## src/bor_pkg.sv

```systemverilog
// package for the brown-out reset mode control block
// assumes a single 125 MHz system clock and no other package
package bor_pkg;
	// brown-out mode configuration encodings
	localparam logic [1:0] MODE_OFF = 2'h0;
	localparam logic [1:0] MODE_SW = 2'h1;
	localparam logic [1:0] MODE_NOSLEEP = 2'h2;
	localparam logic [1:0] MODE_ON = 2'h3;
	// register byte offsets
	localparam logic [11:0] OFF_CTRL = 12'h000;
	localparam logic [11:0] OFF_STAT = 12'h004;
	localparam logic [11:0] OFF_IRQ_STAT = 12'h008;
	localparam logic [11:0] OFF_IRQ_MASK = 12'h00C;
	// control register fields
	localparam int CTRL_SW_EN_BIT = 0;
	localparam int CTRL_RST_POR_BIT = 1;
	localparam int CTRL_RST_BOR_BIT = 2;
	// status register fields
	localparam int STAT_READY_BIT = 0;
	localparam int STAT_POR_N_BIT = 1;
	localparam int STAT_BOR_N_BIT = 2;
	localparam int STAT_ACTIVE_BIT = 3;
	localparam int STAT_RESET_BIT = 4;
	localparam int STAT_RUN_BIT = 5;
	localparam int STAT_MODE_LSB = 8;
	// interrupt event bits
	localparam int IRQ_POR_BIT = 0;
	localparam int IRQ_BOR_BIT = 1;
	localparam int IRQ_READY_BIT = 2;
	localparam int IRQ_W = 3;
	// reset values
	localparam logic CTRL_SW_EN_RST = 1'b0;
	localparam logic [IRQ_W-1:0] IRQ_MASK_RST = 3'h0;
	// AXI responses
	localparam logic [1:0] RESP_OKAY = 2'h0;
	localparam logic [1:0] RESP_SLVERR = 2'h2;
	// least time from reset release to run, in ns
	localparam int RUN_HOLD_NS = 16;
	localparam int CLK_PERIOD_NS = 8;
	localparam int RUN_HOLD_CYC = (RUN_HOLD_NS + CLK_PERIOD_NS - 1) / CLK_PERIOD_NS;
endpackage : bor_pkg

```

## src/bor_gate_if.sv

```systemverilog
// carrier between the mode control and its enable decoder
// assumes both ends share one clock
`timescale 1ns/100ps
interface bor_gate_if;
	logic [1:0] mode;
	logic sw_en;
	logic sleeping;
	logic det_enable;
	logic start_wait;
	logic wake_wait;
	modport ctl (output mode, output sw_en, output sleeping,
		input det_enable, input start_wait, input wake_wait);
	modport dec (input mode, input sw_en, input sleeping,
		output det_enable, output start_wait, output wake_wait);
endinterface : bor_gate_if

```

## src/bor_reset_ctrl.sv

```systemverilog
// brown-out and power-on reset mode control with an AXI4-Lite register slave
// assumes detector outputs already synchronous to aclk; one write, one read at a time
//
// Overview of operation
// - mode b11 keeps brown-out detection enabled in every state
// - mode b11 keeps brown-out protection active during sleep
// - mode b11 wake from sleep does not wait for ready
// - modes b11 and b10 start-up waits for ready and supply above threshold
// - mode b10 detection enabled awake, hibernating in sleep
// - mode b10 never issues brown-out reset during sleep
// - mode b10 wake from sleep stalls until ready is set
// - mode b01 detection follows the software enable bit
// - mode b01 start-up waits neither for ready nor supply
// - mode b01 protection starts once ready; ready readable in status
// - mode b01 software enable state unaffected by sleep entry or exit
// - mode b00 detection off permanently, start-up without ready wait
// - mode b11 ready flag set before cpu runs, no extra wait
// - hold reset while power-on detector reports low supply
// - hold reset while enabled brown-out detector reports low supply once ready is set
// - power-on reset clears the active-low power-on cause flag
// - brown-out reset clears the active-low brown-out cause flag
`timescale 1ns/100ps
module bor_reset_ctrl (
	input wire logic aclk,
	input wire logic aresetn,
	input wire logic [1:0] brownout_mode_cfg,
	input wire logic por_low,
	input wire logic bor_low,
	input wire logic bor_circuit_ready,
	input wire logic sleep_req,
	input wire logic wake_req,
	output logic bor_detector_enable,
	output logic device_reset,
	output logic cpu_run,
	output logic irq,
	input wire logic [11:0] s_axi_awaddr,
	input wire logic s_axi_awvalid,
	output logic s_axi_awready,
	input wire logic [31:0] s_axi_wdata,
	input wire logic [3:0] s_axi_wstrb,
	input wire logic s_axi_wvalid,
	output logic s_axi_wready,
	output logic [1:0] s_axi_bresp,
	output logic s_axi_bvalid,
	input wire logic s_axi_bready,
	input wire logic [11:0] s_axi_araddr,
	input wire logic s_axi_arvalid,
	output logic s_axi_arready,
	output logic [31:0] s_axi_rdata,
	output logic [1:0] s_axi_rresp,
	output logic s_axi_rvalid,
	input wire logic s_axi_rready
);
	typedef enum logic [1:0] {ST_RESET, ST_START, ST_RUN, ST_SLEEP} bor_state_e;

	bor_state_e state_q;
	bor_gate_if gi ();
	logic sw_brownout_enable_q;
	logic brownout_ready_flag;
	logic brownout_reset_flag_n_q;
	logic por_flag_n_q;
	logic bor_req;
	logic hold_reset;
	logic [1:0] hold_cnt_q;
	logic [bor_pkg::IRQ_W-1:0] irq_stat_q;
	logic [bor_pkg::IRQ_W-1:0] irq_mask_q;
	logic [bor_pkg::IRQ_W-1:0] irq_evt;
	logic ready_q;
	logic aw_held_q;
	logic w_held_q;
	logic [11:0] awaddr_q;
	logic [31:0] wdata_q;
	logic wstrb_lo_q;
	logic wake_pend_q;
	logic wr_fire;
	logic rd_fire;
	logic [31:0] rd_val;
	logic rd_ok;

	// =========================================================
	// mode decode
	// =========================================================
	assign gi.mode = brownout_mode_cfg;
	assign gi.sw_en = sw_brownout_enable_q;
	// a pending wake in mode b10 turns the detector back on to reach ready
	assign gi.sleeping = (state_q == ST_SLEEP) && !wake_pend_q;

	bor_mode_decode u_decode (
		.gi(gi)
	);

	assign brownout_ready_flag = bor_circuit_ready;
	assign bor_detector_enable = gi.det_enable;
	// protection in effect only once the circuit reports ready
	// no brown-out reset while still asleep and waiting for ready
	assign bor_req = gi.det_enable && brownout_ready_flag && bor_low
		&& !(state_q == ST_SLEEP && wake_pend_q);
	assign hold_reset = por_low || bor_req;
	assign device_reset = hold_reset || (state_q == ST_RESET);
	assign cpu_run = (state_q == ST_RUN);

	// =========================================================
	// start / sleep sequencer
	// =========================================================
	always_ff @(posedge aclk) begin
		if (!aresetn) begin
			state_q <= ST_RESET;
			hold_cnt_q <= '0;
		end else if (hold_reset) begin
			state_q <= ST_RESET;
			hold_cnt_q <= '0;
		end else begin
			unique case (state_q)
				ST_RESET: begin
					if (hold_cnt_q == 2'(bor_pkg::RUN_HOLD_CYC - 1)) begin
						state_q <= ST_START;
					end else begin
						hold_cnt_q <= hold_cnt_q + 2'h1;
					end
				end
				ST_START: begin
					// wait for ready and supply above threshold when required
					if (!gi.start_wait || (brownout_ready_flag && !bor_low)) begin
						state_q <= ST_RUN;
					end
				end
				ST_RUN: begin
					if (sleep_req) begin
						state_q <= ST_SLEEP;
					end
				end
				ST_SLEEP: begin
					if ((wake_req || wake_pend_q)
						&& (!gi.wake_wait || brownout_ready_flag)) begin
						state_q <= ST_RUN;
					end
				end
			endcase
		end
	end

	// a wake request that must wait for ready is kept until sleep is left
	always_ff @(posedge aclk) begin
		if (!aresetn || state_q != ST_SLEEP) begin
			wake_pend_q <= 1'b0;
		end else if (wake_req && gi.wake_wait) begin
			wake_pend_q <= 1'b1;
		end
	end

	// =========================================================
	// reset cause flags
	// =========================================================
	always_ff @(posedge aclk) begin
		if (!aresetn) begin
			por_flag_n_q <= 1'b0;
			brownout_reset_flag_n_q <= 1'b1;
		end else begin
			if (por_low) begin
				por_flag_n_q <= 1'b0;
			end else if (wr_fire && awaddr_q == bor_pkg::OFF_CTRL && wdata_q[bor_pkg::CTRL_RST_POR_BIT]) begin
				por_flag_n_q <= 1'b1;
			end
			if (bor_req) begin
				brownout_reset_flag_n_q <= 1'b0;
			end else if (wr_fire && awaddr_q == bor_pkg::OFF_CTRL && wdata_q[bor_pkg::CTRL_RST_BOR_BIT]) begin
				brownout_reset_flag_n_q <= 1'b1;
			end
		end
	end

	// =========================================================
	// software enable, untouched by sleep
	// =========================================================
	always_ff @(posedge aclk) begin
		if (!aresetn) begin
			sw_brownout_enable_q <= bor_pkg::CTRL_SW_EN_RST;
		end else if (wr_fire && awaddr_q == bor_pkg::OFF_CTRL && wstrb_lo_q) begin
			sw_brownout_enable_q <= wdata_q[bor_pkg::CTRL_SW_EN_BIT];
		end
	end

	// =========================================================
	// interrupts
	// =========================================================
	always_comb begin
		irq_evt = '0;
		irq_evt[bor_pkg::IRQ_POR_BIT] = por_low;
		irq_evt[bor_pkg::IRQ_BOR_BIT] = bor_req;
		irq_evt[bor_pkg::IRQ_READY_BIT] = brownout_ready_flag && !ready_q;
	end

	always_ff @(posedge aclk) begin
		if (!aresetn) begin
			ready_q <= 1'b0;
			irq_stat_q <= '0;
		end else begin
			ready_q <= brownout_ready_flag;
			// a new event wins over the read clear
			if (rd_fire && {s_axi_araddr[11:2], 2'h0} == bor_pkg::OFF_IRQ_STAT) begin
				irq_stat_q <= irq_evt;
			end else begin
				irq_stat_q <= irq_stat_q | irq_evt;
			end
		end
	end

	always_ff @(posedge aclk) begin
		if (!aresetn) begin
			irq_mask_q <= bor_pkg::IRQ_MASK_RST;
		end else if (wr_fire && awaddr_q == bor_pkg::OFF_IRQ_MASK) begin
			irq_mask_q <= wdata_q[bor_pkg::IRQ_W-1:0];
		end
	end

	assign irq = |(irq_stat_q & irq_mask_q);

	// =========================================================
	// AXI4-Lite write channel
	// =========================================================
	assign s_axi_awready = !aw_held_q && !s_axi_bvalid;
	assign s_axi_wready = !w_held_q && !s_axi_bvalid;
	assign wr_fire = aw_held_q && w_held_q;

	always_ff @(posedge aclk) begin
		if (!aresetn) begin
			aw_held_q <= 1'b0;
			w_held_q <= 1'b0;
			awaddr_q <= '0;
			wdata_q <= '0;
			wstrb_lo_q <= 1'b0;
			s_axi_bvalid <= 1'b0;
			s_axi_bresp <= bor_pkg::RESP_OKAY;
		end else begin
			if (s_axi_awvalid && s_axi_awready) begin
				aw_held_q <= 1'b1;
				awaddr_q <= {s_axi_awaddr[11:2], 2'h0};
			end
			if (s_axi_wvalid && s_axi_wready) begin
				w_held_q <= 1'b1;
				wdata_q <= s_axi_wdata;
				wstrb_lo_q <= s_axi_wstrb[0];
			end
			if (wr_fire) begin
				aw_held_q <= 1'b0;
				w_held_q <= 1'b0;
				s_axi_bvalid <= 1'b1;
				s_axi_bresp <= (awaddr_q == bor_pkg::OFF_CTRL || awaddr_q == bor_pkg::OFF_IRQ_MASK)
					? bor_pkg::RESP_OKAY : bor_pkg::RESP_SLVERR;
			end else if (s_axi_bvalid && s_axi_bready) begin
				s_axi_bvalid <= 1'b0;
			end
		end
	end

	// =========================================================
	// AXI4-Lite read channel
	// =========================================================
	assign s_axi_arready = !s_axi_rvalid;
	assign rd_fire = s_axi_arvalid && s_axi_arready;

	always_comb begin
		rd_val = '0;
		rd_ok = 1'b1;
		unique case ({s_axi_araddr[11:2], 2'h0})
			bor_pkg::OFF_CTRL: begin
				rd_val[bor_pkg::CTRL_SW_EN_BIT] = sw_brownout_enable_q;
			end
			bor_pkg::OFF_STAT: begin
				rd_val[bor_pkg::STAT_READY_BIT] = brownout_ready_flag;
				rd_val[bor_pkg::STAT_POR_N_BIT] = por_flag_n_q;
				rd_val[bor_pkg::STAT_BOR_N_BIT] = brownout_reset_flag_n_q;
				rd_val[bor_pkg::STAT_ACTIVE_BIT] = gi.det_enable;
				rd_val[bor_pkg::STAT_RESET_BIT] = device_reset;
				rd_val[bor_pkg::STAT_RUN_BIT] = cpu_run;
				rd_val[bor_pkg::STAT_MODE_LSB +: 2] = brownout_mode_cfg;
			end
			bor_pkg::OFF_IRQ_STAT: begin
				rd_val[bor_pkg::IRQ_W-1:0] = irq_stat_q;
			end
			bor_pkg::OFF_IRQ_MASK: begin
				rd_val[bor_pkg::IRQ_W-1:0] = irq_mask_q;
			end
			default: begin
				rd_ok = 1'b0;
			end
		endcase
	end

	always_ff @(posedge aclk) begin
		if (!aresetn) begin
			s_axi_rvalid <= 1'b0;
			s_axi_rdata <= '0;
			s_axi_rresp <= bor_pkg::RESP_OKAY;
		end else if (rd_fire) begin
			s_axi_rvalid <= 1'b1;
			s_axi_rdata <= rd_val;
			s_axi_rresp <= rd_ok ? bor_pkg::RESP_OKAY : bor_pkg::RESP_SLVERR;
		end else if (s_axi_rvalid && s_axi_rready) begin
			s_axi_rvalid <= 1'b0;
		end
	end

	// =========================================================
	// checks
	// =========================================================
	AST_ON_ALWAYS: assert property (@(posedge aclk) disable iff (!aresetn)
		brownout_mode_cfg == bor_pkg::MODE_ON |-> bor_detector_enable)
		else $error("detector not enabled in always-on mode");
	AST_ON_SLEEP: assert property (@(posedge aclk) disable iff (!aresetn)
		(brownout_mode_cfg == bor_pkg::MODE_ON && state_q == ST_SLEEP && bor_low
		&& bor_circuit_ready) |-> device_reset)
		else $error("no protection in sleep for always-on mode");
	AST_ON_WAKE: assert property (@(posedge aclk) disable iff (!aresetn)
		(brownout_mode_cfg == bor_pkg::MODE_ON && state_q == ST_SLEEP && wake_req
		&& !hold_reset) |=> cpu_run)
		else $error("wake held back in always-on mode");
	AST_START_WAIT: assert property (@(posedge aclk) disable iff (!aresetn)
		($rose(cpu_run) && $past(state_q) == ST_START && brownout_mode_cfg[1])
		|-> $past(bor_circuit_ready) && !$past(bor_low))
		else $error("start-up ran without ready");
	AST_NOSLEEP_OFF: assert property (@(posedge aclk) disable iff (!aresetn)
		(brownout_mode_cfg == bor_pkg::MODE_NOSLEEP)
		|-> bor_detector_enable == (state_q != ST_SLEEP || wake_pend_q))
		else $error("b10 enable wrong");
	AST_NOSLEEP_NORST: assert property (@(posedge aclk) disable iff (!aresetn)
		(brownout_mode_cfg == bor_pkg::MODE_NOSLEEP && state_q == ST_SLEEP && !por_low)
		|-> !device_reset)
		else $error("brown-out reset in sleep for b10");
	AST_NOSLEEP_WAKE: assert property (@(posedge aclk) disable iff (!aresetn)
		(brownout_mode_cfg == bor_pkg::MODE_NOSLEEP && state_q == ST_SLEEP
		&& !bor_circuit_ready) |=> !cpu_run)
		else $error("b10 wake without ready");
	AST_SW_EN: assert property (@(posedge aclk) disable iff (!aresetn)
		brownout_mode_cfg == bor_pkg::MODE_SW |-> bor_detector_enable == sw_brownout_enable_q)
		else $error("b01 enable not software bit");
	AST_SW_START: assert property (@(posedge aclk) disable iff (!aresetn)
		(state_q == ST_START && !hold_reset && !brownout_mode_cfg[1]) |=> cpu_run)
		else $error("start-up delayed in b01 or b00");
	AST_OFF: assert property (@(posedge aclk) disable iff (!aresetn)
		brownout_mode_cfg == bor_pkg::MODE_OFF |-> !bor_detector_enable)
		else $error("detector on in b00");
	AST_POR_HOLD: assert property (@(posedge aclk) disable iff (!aresetn)
		por_low |-> device_reset ##1 (!cpu_run))
		else $error("no reset on low supply");
	AST_BOR_FLAG: assert property (@(posedge aclk) disable iff (!aresetn)
		bor_req |=> !brownout_reset_flag_n_q)
		else $error("brown-out flag not cleared");
	AST_POR_FLAG: assert property (@(posedge aclk) disable iff (!aresetn)
		por_low |=> !por_flag_n_q)
		else $error("power-on flag not cleared");
	AST_GATE: assert property (@(posedge aclk) disable iff (!aresetn)
		(!bor_detector_enable && !por_low) |-> !hold_reset)
		else $error("disabled detector caused reset");
	COV_RUN: cover property (@(posedge aclk) disable iff (!aresetn) $rose(cpu_run));
	COV_WAKE: cover property (@(posedge aclk) disable iff (!aresetn)
		state_q == ST_SLEEP ##1 state_q == ST_RUN);
	COV_BOR: cover property (@(posedge aclk) disable iff (!aresetn) bor_req);
endmodule : bor_reset_ctrl

```

## src/bor_mode_decode.sv

```systemverilog
// decoder of effective brown-out enable and ready waits from the mode
// assumes purely combinational use inside the mode control block
`timescale 1ns/100ps
module bor_mode_decode (
	bor_gate_if.dec gi
);
	always_comb begin
		unique case (gi.mode)
			bor_pkg::MODE_ON: begin
				gi.det_enable = 1'b1;
				gi.start_wait = 1'b1;
				gi.wake_wait = 1'b0;
			end
			bor_pkg::MODE_NOSLEEP: begin
				gi.det_enable = !gi.sleeping;
				gi.start_wait = 1'b1;
				gi.wake_wait = 1'b1;
			end
			bor_pkg::MODE_SW: begin
				gi.det_enable = gi.sw_en;
				gi.start_wait = 1'b0;
				gi.wake_wait = 1'b0;
			end
			bor_pkg::MODE_OFF: begin
				gi.det_enable = 1'b0;
				gi.start_wait = 1'b0;
				gi.wake_wait = 1'b0;
			end
		endcase
	end
endmodule : bor_mode_decode

```

## config.mk

```make
export PLATFORM = sky130hd
export DESIGN_NAME = bor_reset_ctrl
export DESIGN_NICKNAME = d
export VERILOG_FILES = /design/src/bor_pkg.sv /design/src/bor_gate_if.sv /design/src/bor_reset_ctrl.sv /design/src/bor_mode_decode.sv
export SDC_FILE = /design/constraint.sdc
export NUM_CORES = 1
export LEC_CHECK = 0
export ABC_AREA = 1
export BUFFER_PORTS_ARGS = -buffer_cell sky130_fd_sc_hd__buf_2
export CELL_PAD_IN_SITES_DETAIL_PLACEMENT = 1
export CELL_PAD_IN_SITES_GLOBAL_PLACEMENT = 1
export CORE_ASPECT_RATIO = 2
export CORE_UTILIZATION = 23
export CTS_BUF_LIST = sky130_fd_sc_hd__clkbuf_16
export CTS_CLUSTER_DIAMETER = 30
export CTS_CLUSTER_SIZE = 20
export DETAILED_ROUTE_END_ITERATION = 8
export PLACE_DENSITY_LB_ADDON = 0.25
export SLEW_MARGIN = 20
export SYNTH_ARGS = -nofsm -noshare
export SYNTH_HDL_FRONTEND = slang
export SYNTH_SLANG_ARGS = --single-unit
```

## constraint.sdc

```tcl
create_clock -name aclk -period 1.1 [get_ports aclk]
set_clock_uncertainty 0.15 [all_clocks]
set_input_delay 0.055 -clock aclk [delete_from_list [all_inputs] [get_ports aclk]]
set_output_delay 0.055 -clock aclk [all_outputs]
set_load 0.05 [all_outputs]
```

==> impl_metrics.toml, run 1 <==
[cts]
cts_max_level = 2
path_clk_slew_ns = 0.06
hold_buffers = 22
clock_sinks = 43
cts_buffers = 5
insertion_delay_ns = 0.29
cts.path.max_buffers = 2
cts_root_buf = "clkbuf_16"
cts_tree = "built"

[worst_setup_path]
cp.required_ns = 0.89
cp-end-kind = "output port"
cp_cell_sequence = "nand2_2 -> o21ai_2 -> nand2_4 -> nand2_4 -> nand3_4 -> buf_8"
slowest_delay_ns = 0.35
worstPathArrival_ns = 1.27
critical_path_class = "flop to output port"
cp_max_fo = 4
cp_num_buf_inv = 1
ff2ff_setup_slack_ns = -0.29
cp-start-kind = "flop"
critPathMostFrequentCell = "nand2_4"
crit_family = "flip-flops"
critPathSlowestCell = "dfxtp_2"

[cells_and_area]
final_nets = 498
drive_gt1_frac = 0.524
n_antenna_cell = 0
final_util = 0.423
area.growth.synth_to_final_pct = 77.0
fin_cells = 524

[placed_design]
place.gp.congestion = 0.832
dp_cells = 473
port_buffers = 56
dpl_worst_slack_ns = -0.296
dp_hpwl_um = 4820

[sta]
fin_crit_ns = 1.48
slew_violations = 0
fin_tns_setup_ns = -7.91
timing.final.hold_violations = 1
rsz0062_at_grt = "true"
holdWs_ns = -0.0137
finalSetupViolCount = 49
fin_crit_sh = 1.34
fin_ws_ns = -0.378
max_freq_mhz = 677

[synthesis]
netlist_area_mm2 = 0.00206
yosysTopAreaCellShare = 0.417
synth_cell_types = 26
syn_avg_cell_area_um2 = 7.07
ys_warn_count = 0
async_flop_share = 0
synthFlopType = "dfxtp_1"
seq_area_frac_synth = 0.417
synth_top_cell_by_area = "dfxtp_1"
synth_seq_cells = 43
syn_inst = 292
synth_area_leaders = "dfxtp_1, nor2_1, buf_4"
synth_edf_count = 0

[die]
initial_core_util = 0.239
die_w_um = 69.0
ios = 119
die-area_mm2 = 0.00938
rows = 48
die_y_um = 136
core_area_mm2 = 0.00865

[grt]
first_global_vias = 2423
antenna_found_initial = 0
overflow = 0
grt_usage = 0.160
grt.busiest_layer = "met2"
grtUsageMet3 = 0.0344
grt_max_degree = 20
grt_use_met1 = 0.141
grt_pass1_wl_um = 10900
grtUsageMet2 = 0.314

[min_path]
hold_class = "input port to flop"

[power]
power.total_uw = 4350
leakage_uw = 0.00166
power_density_mw_per_mm2 = 1190
ir_worst_vdd_v = 0.00107

[route]
vias = 2299
drt_first_pass_iters = 2
drc = 0
drt_iter0_markers = 45
wl_per_cell_um = 13.2
wl_um = 6930
routed_via_density = 4.39
ant_nets = 0

[outcome]
status = "finished with violations"
failed_checks = "negative hold slack, negative setup slack"

[flow_run]
maxCapViolations = 0
-- power breakdown --
part,internal (uW),switching (uW),total (uW)
logic,454,746,1200
registers,1650,68.4,1720
clock network,821,615,1440
total,2920,1430,4350
-- state kept, by name, summed over array words and instances (netlist names), 2 cells and up --
register	flops
wdata_q	3
s_axi_rdata	8
awaddr_q	10
irq_mask_q	3
irq_stat_q	3
state_q	2
hold_cnt_q	2
-- layout by cell type (no fill, tap or decap), types with 13 or more instances in the layout --
master	Yosys	final
a21oi_2	1	17
buf_2	0	37
buf_4	26	43
conb_1	1	26
dfxtp_1	43	26
dfxtp_2	0	13
dlygate4sd3_1	0	22
inv_1	28	21
nand2_1	52	36
nand3_1	19	13
nor2_1	55	39
o21ai_2	0	18
-- worst reg2reg max path, stage by stage, from the launching register on --
cell	delay, ns
dfxtp_2	0.35
nand2_2	0.08
o21ai_2	0.15
nand2_4	0.08
buf_4	0.14
a21oi_4	0.18
nand3_2	0.09
a21oi_2	0.10
-- timing repair --
action | in CTS | in global routing
endpoints found under the setup margin | 52 | 54
pin swaps | 22 | 39
buffers inserted | 13 | 10
resized for setup | 82 | 66
gates cloned | 2 | 0
endpoints found under the hold margin | 25 | 1
-- final cells by class --
cell class	instances	area [um2]
clock buffer	5	125
clock inverter	3	12.5
fill	1064	4990
inverter	29	130
multi-input combinational	216	1340
sequential	43	892
tap	100	125
timing repair buffer	127	1030
timing repair inverter	1	8.76
-- synthesized netlist by cell type, types with 3 or more instances --
library cell,count
a21oi_1,23
buf_4,26
clkbuf_1,4
dfxtp_1,43
inv_1,28
nand2_1,52
nand3_1,19
nand4_1,3
nor2_1,55
o21ai_0,19
-- final timing paths --
kind,from,end,cells past startpoint
worst max-delay path,state_q[0]$_SDFFE_PP0P_,device_reset,6
worst min-delay path,por_low,por_flag_n_q$_SDFFE_PP0P_,4
worst max register to register,state_q[0]$_SDFFE_PP0P_,state_q[0]$_SDFFE_PP0P_,7
worst min register to register,ready_q$_SDFF_PN0_,irq_stat_q[2]$_SDFF_PN0_,1
-- per-stage QoR --
step | hold WS, ns | cell area, um2
after floorplan | 0.0116 | 2260
after detailed placement | 0.147 | 2680
after CTS | -0.0545 | 3380
after global placement | 0.140 | 2680
after global routing | 0.00714 | 3650
final | -0.0137 | 3650
-- kinds of logic (layout without fill, tap and decap cells) --
family | after synthesis | in the layout | synth area share
xor gates and xnor gates | 1 | 1 | 0.00424
and+or+nand+nor | 138 | 139 | 0.290
AOI/OAI and AO/OA | 49 | 49 | 0.127
adders and majority gates | 1 | 1 | 0.00606
DFF | 43 | 43 | 0.417
buffers and inverters | 59 | 165 | 0.155
other | 1 | 26 | 0.00182
-- per-layer routing --
| metal | vias up | part of all wire |
|---|---|---|
| met2 | 58 | 0.62 |
| met3 | 12 | 0.033 |
| met5 | - | 0 |
| met4 | 0 | 0.033 |
| met1 | 1091 | 0.31 |
| li1 | 1138 | - |
Power figures use the tool's default switching activity.
==> run 2: changes to the inputs <==
--- a/config.mk
+++ b/config.mk
@@ -10,12 +10,14 @@
 export CELL_PAD_IN_SITES_DETAIL_PLACEMENT = 1
 export CELL_PAD_IN_SITES_GLOBAL_PLACEMENT = 1
 export CORE_ASPECT_RATIO = 2
+export CORE_MARGIN = 5
 export CORE_UTILIZATION = 23
 export CTS_BUF_LIST = sky130_fd_sc_hd__clkbuf_16
 export CTS_CLUSTER_DIAMETER = 30
 export CTS_CLUSTER_SIZE = 20
 export DETAILED_ROUTE_END_ITERATION = 8
 export PLACE_DENSITY_LB_ADDON = 0.25
+export SETUP_SLACK_MARGIN = 0.4
 export SLEW_MARGIN = 20
 export SYNTH_ARGS = -nofsm -noshare
 export SYNTH_HDL_FRONTEND = slang
==> run 2 against run 1 <==
The run still ends with negative hold slack, negative setup slack left; core utilization shrank 1.7 points; final area fell by 1.3%; combinational power is 7% lower; non-clock buffer count decreased by 13; highest routed layer unchanged.
==> impl_metrics.toml, run 2 (synthesized netlist as in run 1, its figures left out) <==
[sta]
fin_ws_ns = -0.412
fin_crit_sh = 1.37
max_freq_mhz = 661
fin_crit_ns = 1.51
holdWs_ns = -0.142
timing.final.hold_violations = 22
slew_violations = 0
rsz0062_at_grt = "true"
finalSetupViolCount = 49

[worst_setup_path]
worstPathArrival_ns = 1.31
critPathSlowestCell = "dfxtp_4"
cp_cell_sequence = "nand2_4 -> o21ai_2 -> nand2_4 -> nand2_4 -> nand3_4 -> buf_8"
cp.required_ns = 0.89
critPathMostFrequentCell = "nand2_4"
cp_num_buf_inv = 1
ff2ff_setup_slack_ns = -0.33
slowest_delay_ns = 0.37
crit_family = "flip-flops"
cp_max_fo = 3
cp-start-kind = "flop"
cp-end-kind = "output port"
critical_path_class = "flop to output port"

[route]
drt_iter0_markers = 39
wl_um = 6740
wl_per_cell_um = 13.1
ant_nets = 0
drt_first_pass_iters = 4
vias = 2195
drc = 0
routed_via_density = 4.28

[cells_and_area]
mostFrequentLayoutCells = "nor2_1, buf_4, buf_2"
n_antenna_cell = 0
layout_commonest_cell = "nor2_1"
largest_register_ff_count = 10
top_register = "awaddr_q"
final_nets = 485
area.growth.synth_to_final_pct = 74.8
fin_area_mm2 = 0.00361
drive_gt1_frac = 0.569
final_util = 0.406
top_regs = "awaddr_q: 10 flops, s_axi_rdata: 8 flops"

[placed_design]
port_buffers = 56
dp_hpwl_um = 5190
dpl_cell_area_mm2 = 0.00275
place.gp.congestion = 0.816

[power]
power_density_mw_per_mm2 = 1250
pwr-share-clk = 0.370
ir_worst_vdd_v = 0.000940
p_comb_frac = 0.249
leakage_uw = 0.00168
intPower_uw = 3120
swShare = 0.308
power.total_uw = 4510
pwr-share-seq = 0.381
switching_power_uw = 1390

[die]
rows = 49
core_area_mm2 = 0.00889
initial_core_util = 0.232
die_y_um = 144
ios = 119
die-area_mm2 = 0.0111
die_w_um = 77.0

[cts]
clock_sinks = 43
cts_buffers = 5
cts_max_level = 2
cts_root_buf = "clkbuf_16"
cts.path.max_buffers = 2
path_clk_slew_ns = 0.06
insertion_delay_ns = 0.29
cts_tree = "built"

[flow_run]
maxCapViolations = 0

[grt]
antenna_found_initial = 0
overflow = 0
grt_pass1_wl_um = 10600
first_global_vias = 2342
grt_max_degree = 22
grt_usage = 0.121

[outcome]
status = "finished with violations"
failed_checks = "negative hold slack, negative setup slack"

[min_path]
hold_class = "input port to flop"
## run 2: cell count changes in the layout (fill, tap and decap cells not counted), moves of 6 or more
cell | before | now
o21ai_2 | 18 | 11
dlygate4sd3_1 | 22 | 0
buf_6 | 12 | 18
dfxtp_2 | 13 | 24
o21ai_1 | 1 | 8
dfxtp_1 | 26 | 14
buf_8 | 7 | 19
## run 2: final cells by class
class	instances	area, um2
Fill cell	1055	5280
Multi-Input combinational cell	216	1300
Timing Repair Buffer	114	973
Sequential cell	43	910
Inverter	29	129
Tap cell	102	128
Clock buffer	5	125
Clock inverter	3	38.8
Timing Repair inverter	1	6.26
## run 2: final timing paths
| check | from | to | cells after the start |
|---|---|---|---|
| worst max-delay path | state_q[0]$_SDFFE_PP0P_ | device_reset | 6 |
| worst min-delay path | s_axi_awaddr[10] | awaddr_q[10]$_SDFFE_PN0P_ | 3 |
| worst max register to register | state_q[1]$_SDFFE_PP0P_ | state_q[0]$_SDFFE_PP0P_ | 7 |
| worst min register to register | ready_q$_SDFF_PN0_ | irq_stat_q[2]$_SDFF_PN0_ | 1 |
## run 2: routing by layer
metal	vias to the layer above	wire, um	track usage
li1	1118	-	-
met1	1020	2070	0.100
met2	51	4260	0.262
met3	6	288	0.0249
met4	0	118	0.0516
met5	-	0	0
## run 2: metrics by stage
step           hold slack [ns]  TNS (ns)  setup WS, ns  cells
4_1_cts                 -0.154     -7.97        -0.406    504
5_1_grt                 -0.130    -11.81        -0.458    513
3_3_place_gp             0.141     -5.12        -0.239    479
6_report                -0.142     -8.53        -0.412    513
2_1_floorplan           0.0116    -11.08        -0.453    317
3_5_place_dp             0.147     -6.18        -0.273    479
## run 2: what timing repair did
action	4_1_cts	5_1_grt
gates cloned	0	2
gates resized for setup	115	41
pin swaps	27	31
setup buffers	17	7
endpoints found under the setup margin	61	61
endpoints found under the hold margin	24	18
## run 2: tightest hold or removal path, stage by stage
cell and delay [ns]:
buf_2 0.07, o21ai_1 0.06, nor2_1 0.07
## run 2: power groups by stage
stage	clock network [uW]	registers [uW]	logic (uW)
after floorplan	0	1760	638
after global placement	0	1740	870
after detailed placement	0	1740	884
after CTS	1740	1720	1060
after global routing	1790	1730	1220
final	1670	1720	1120
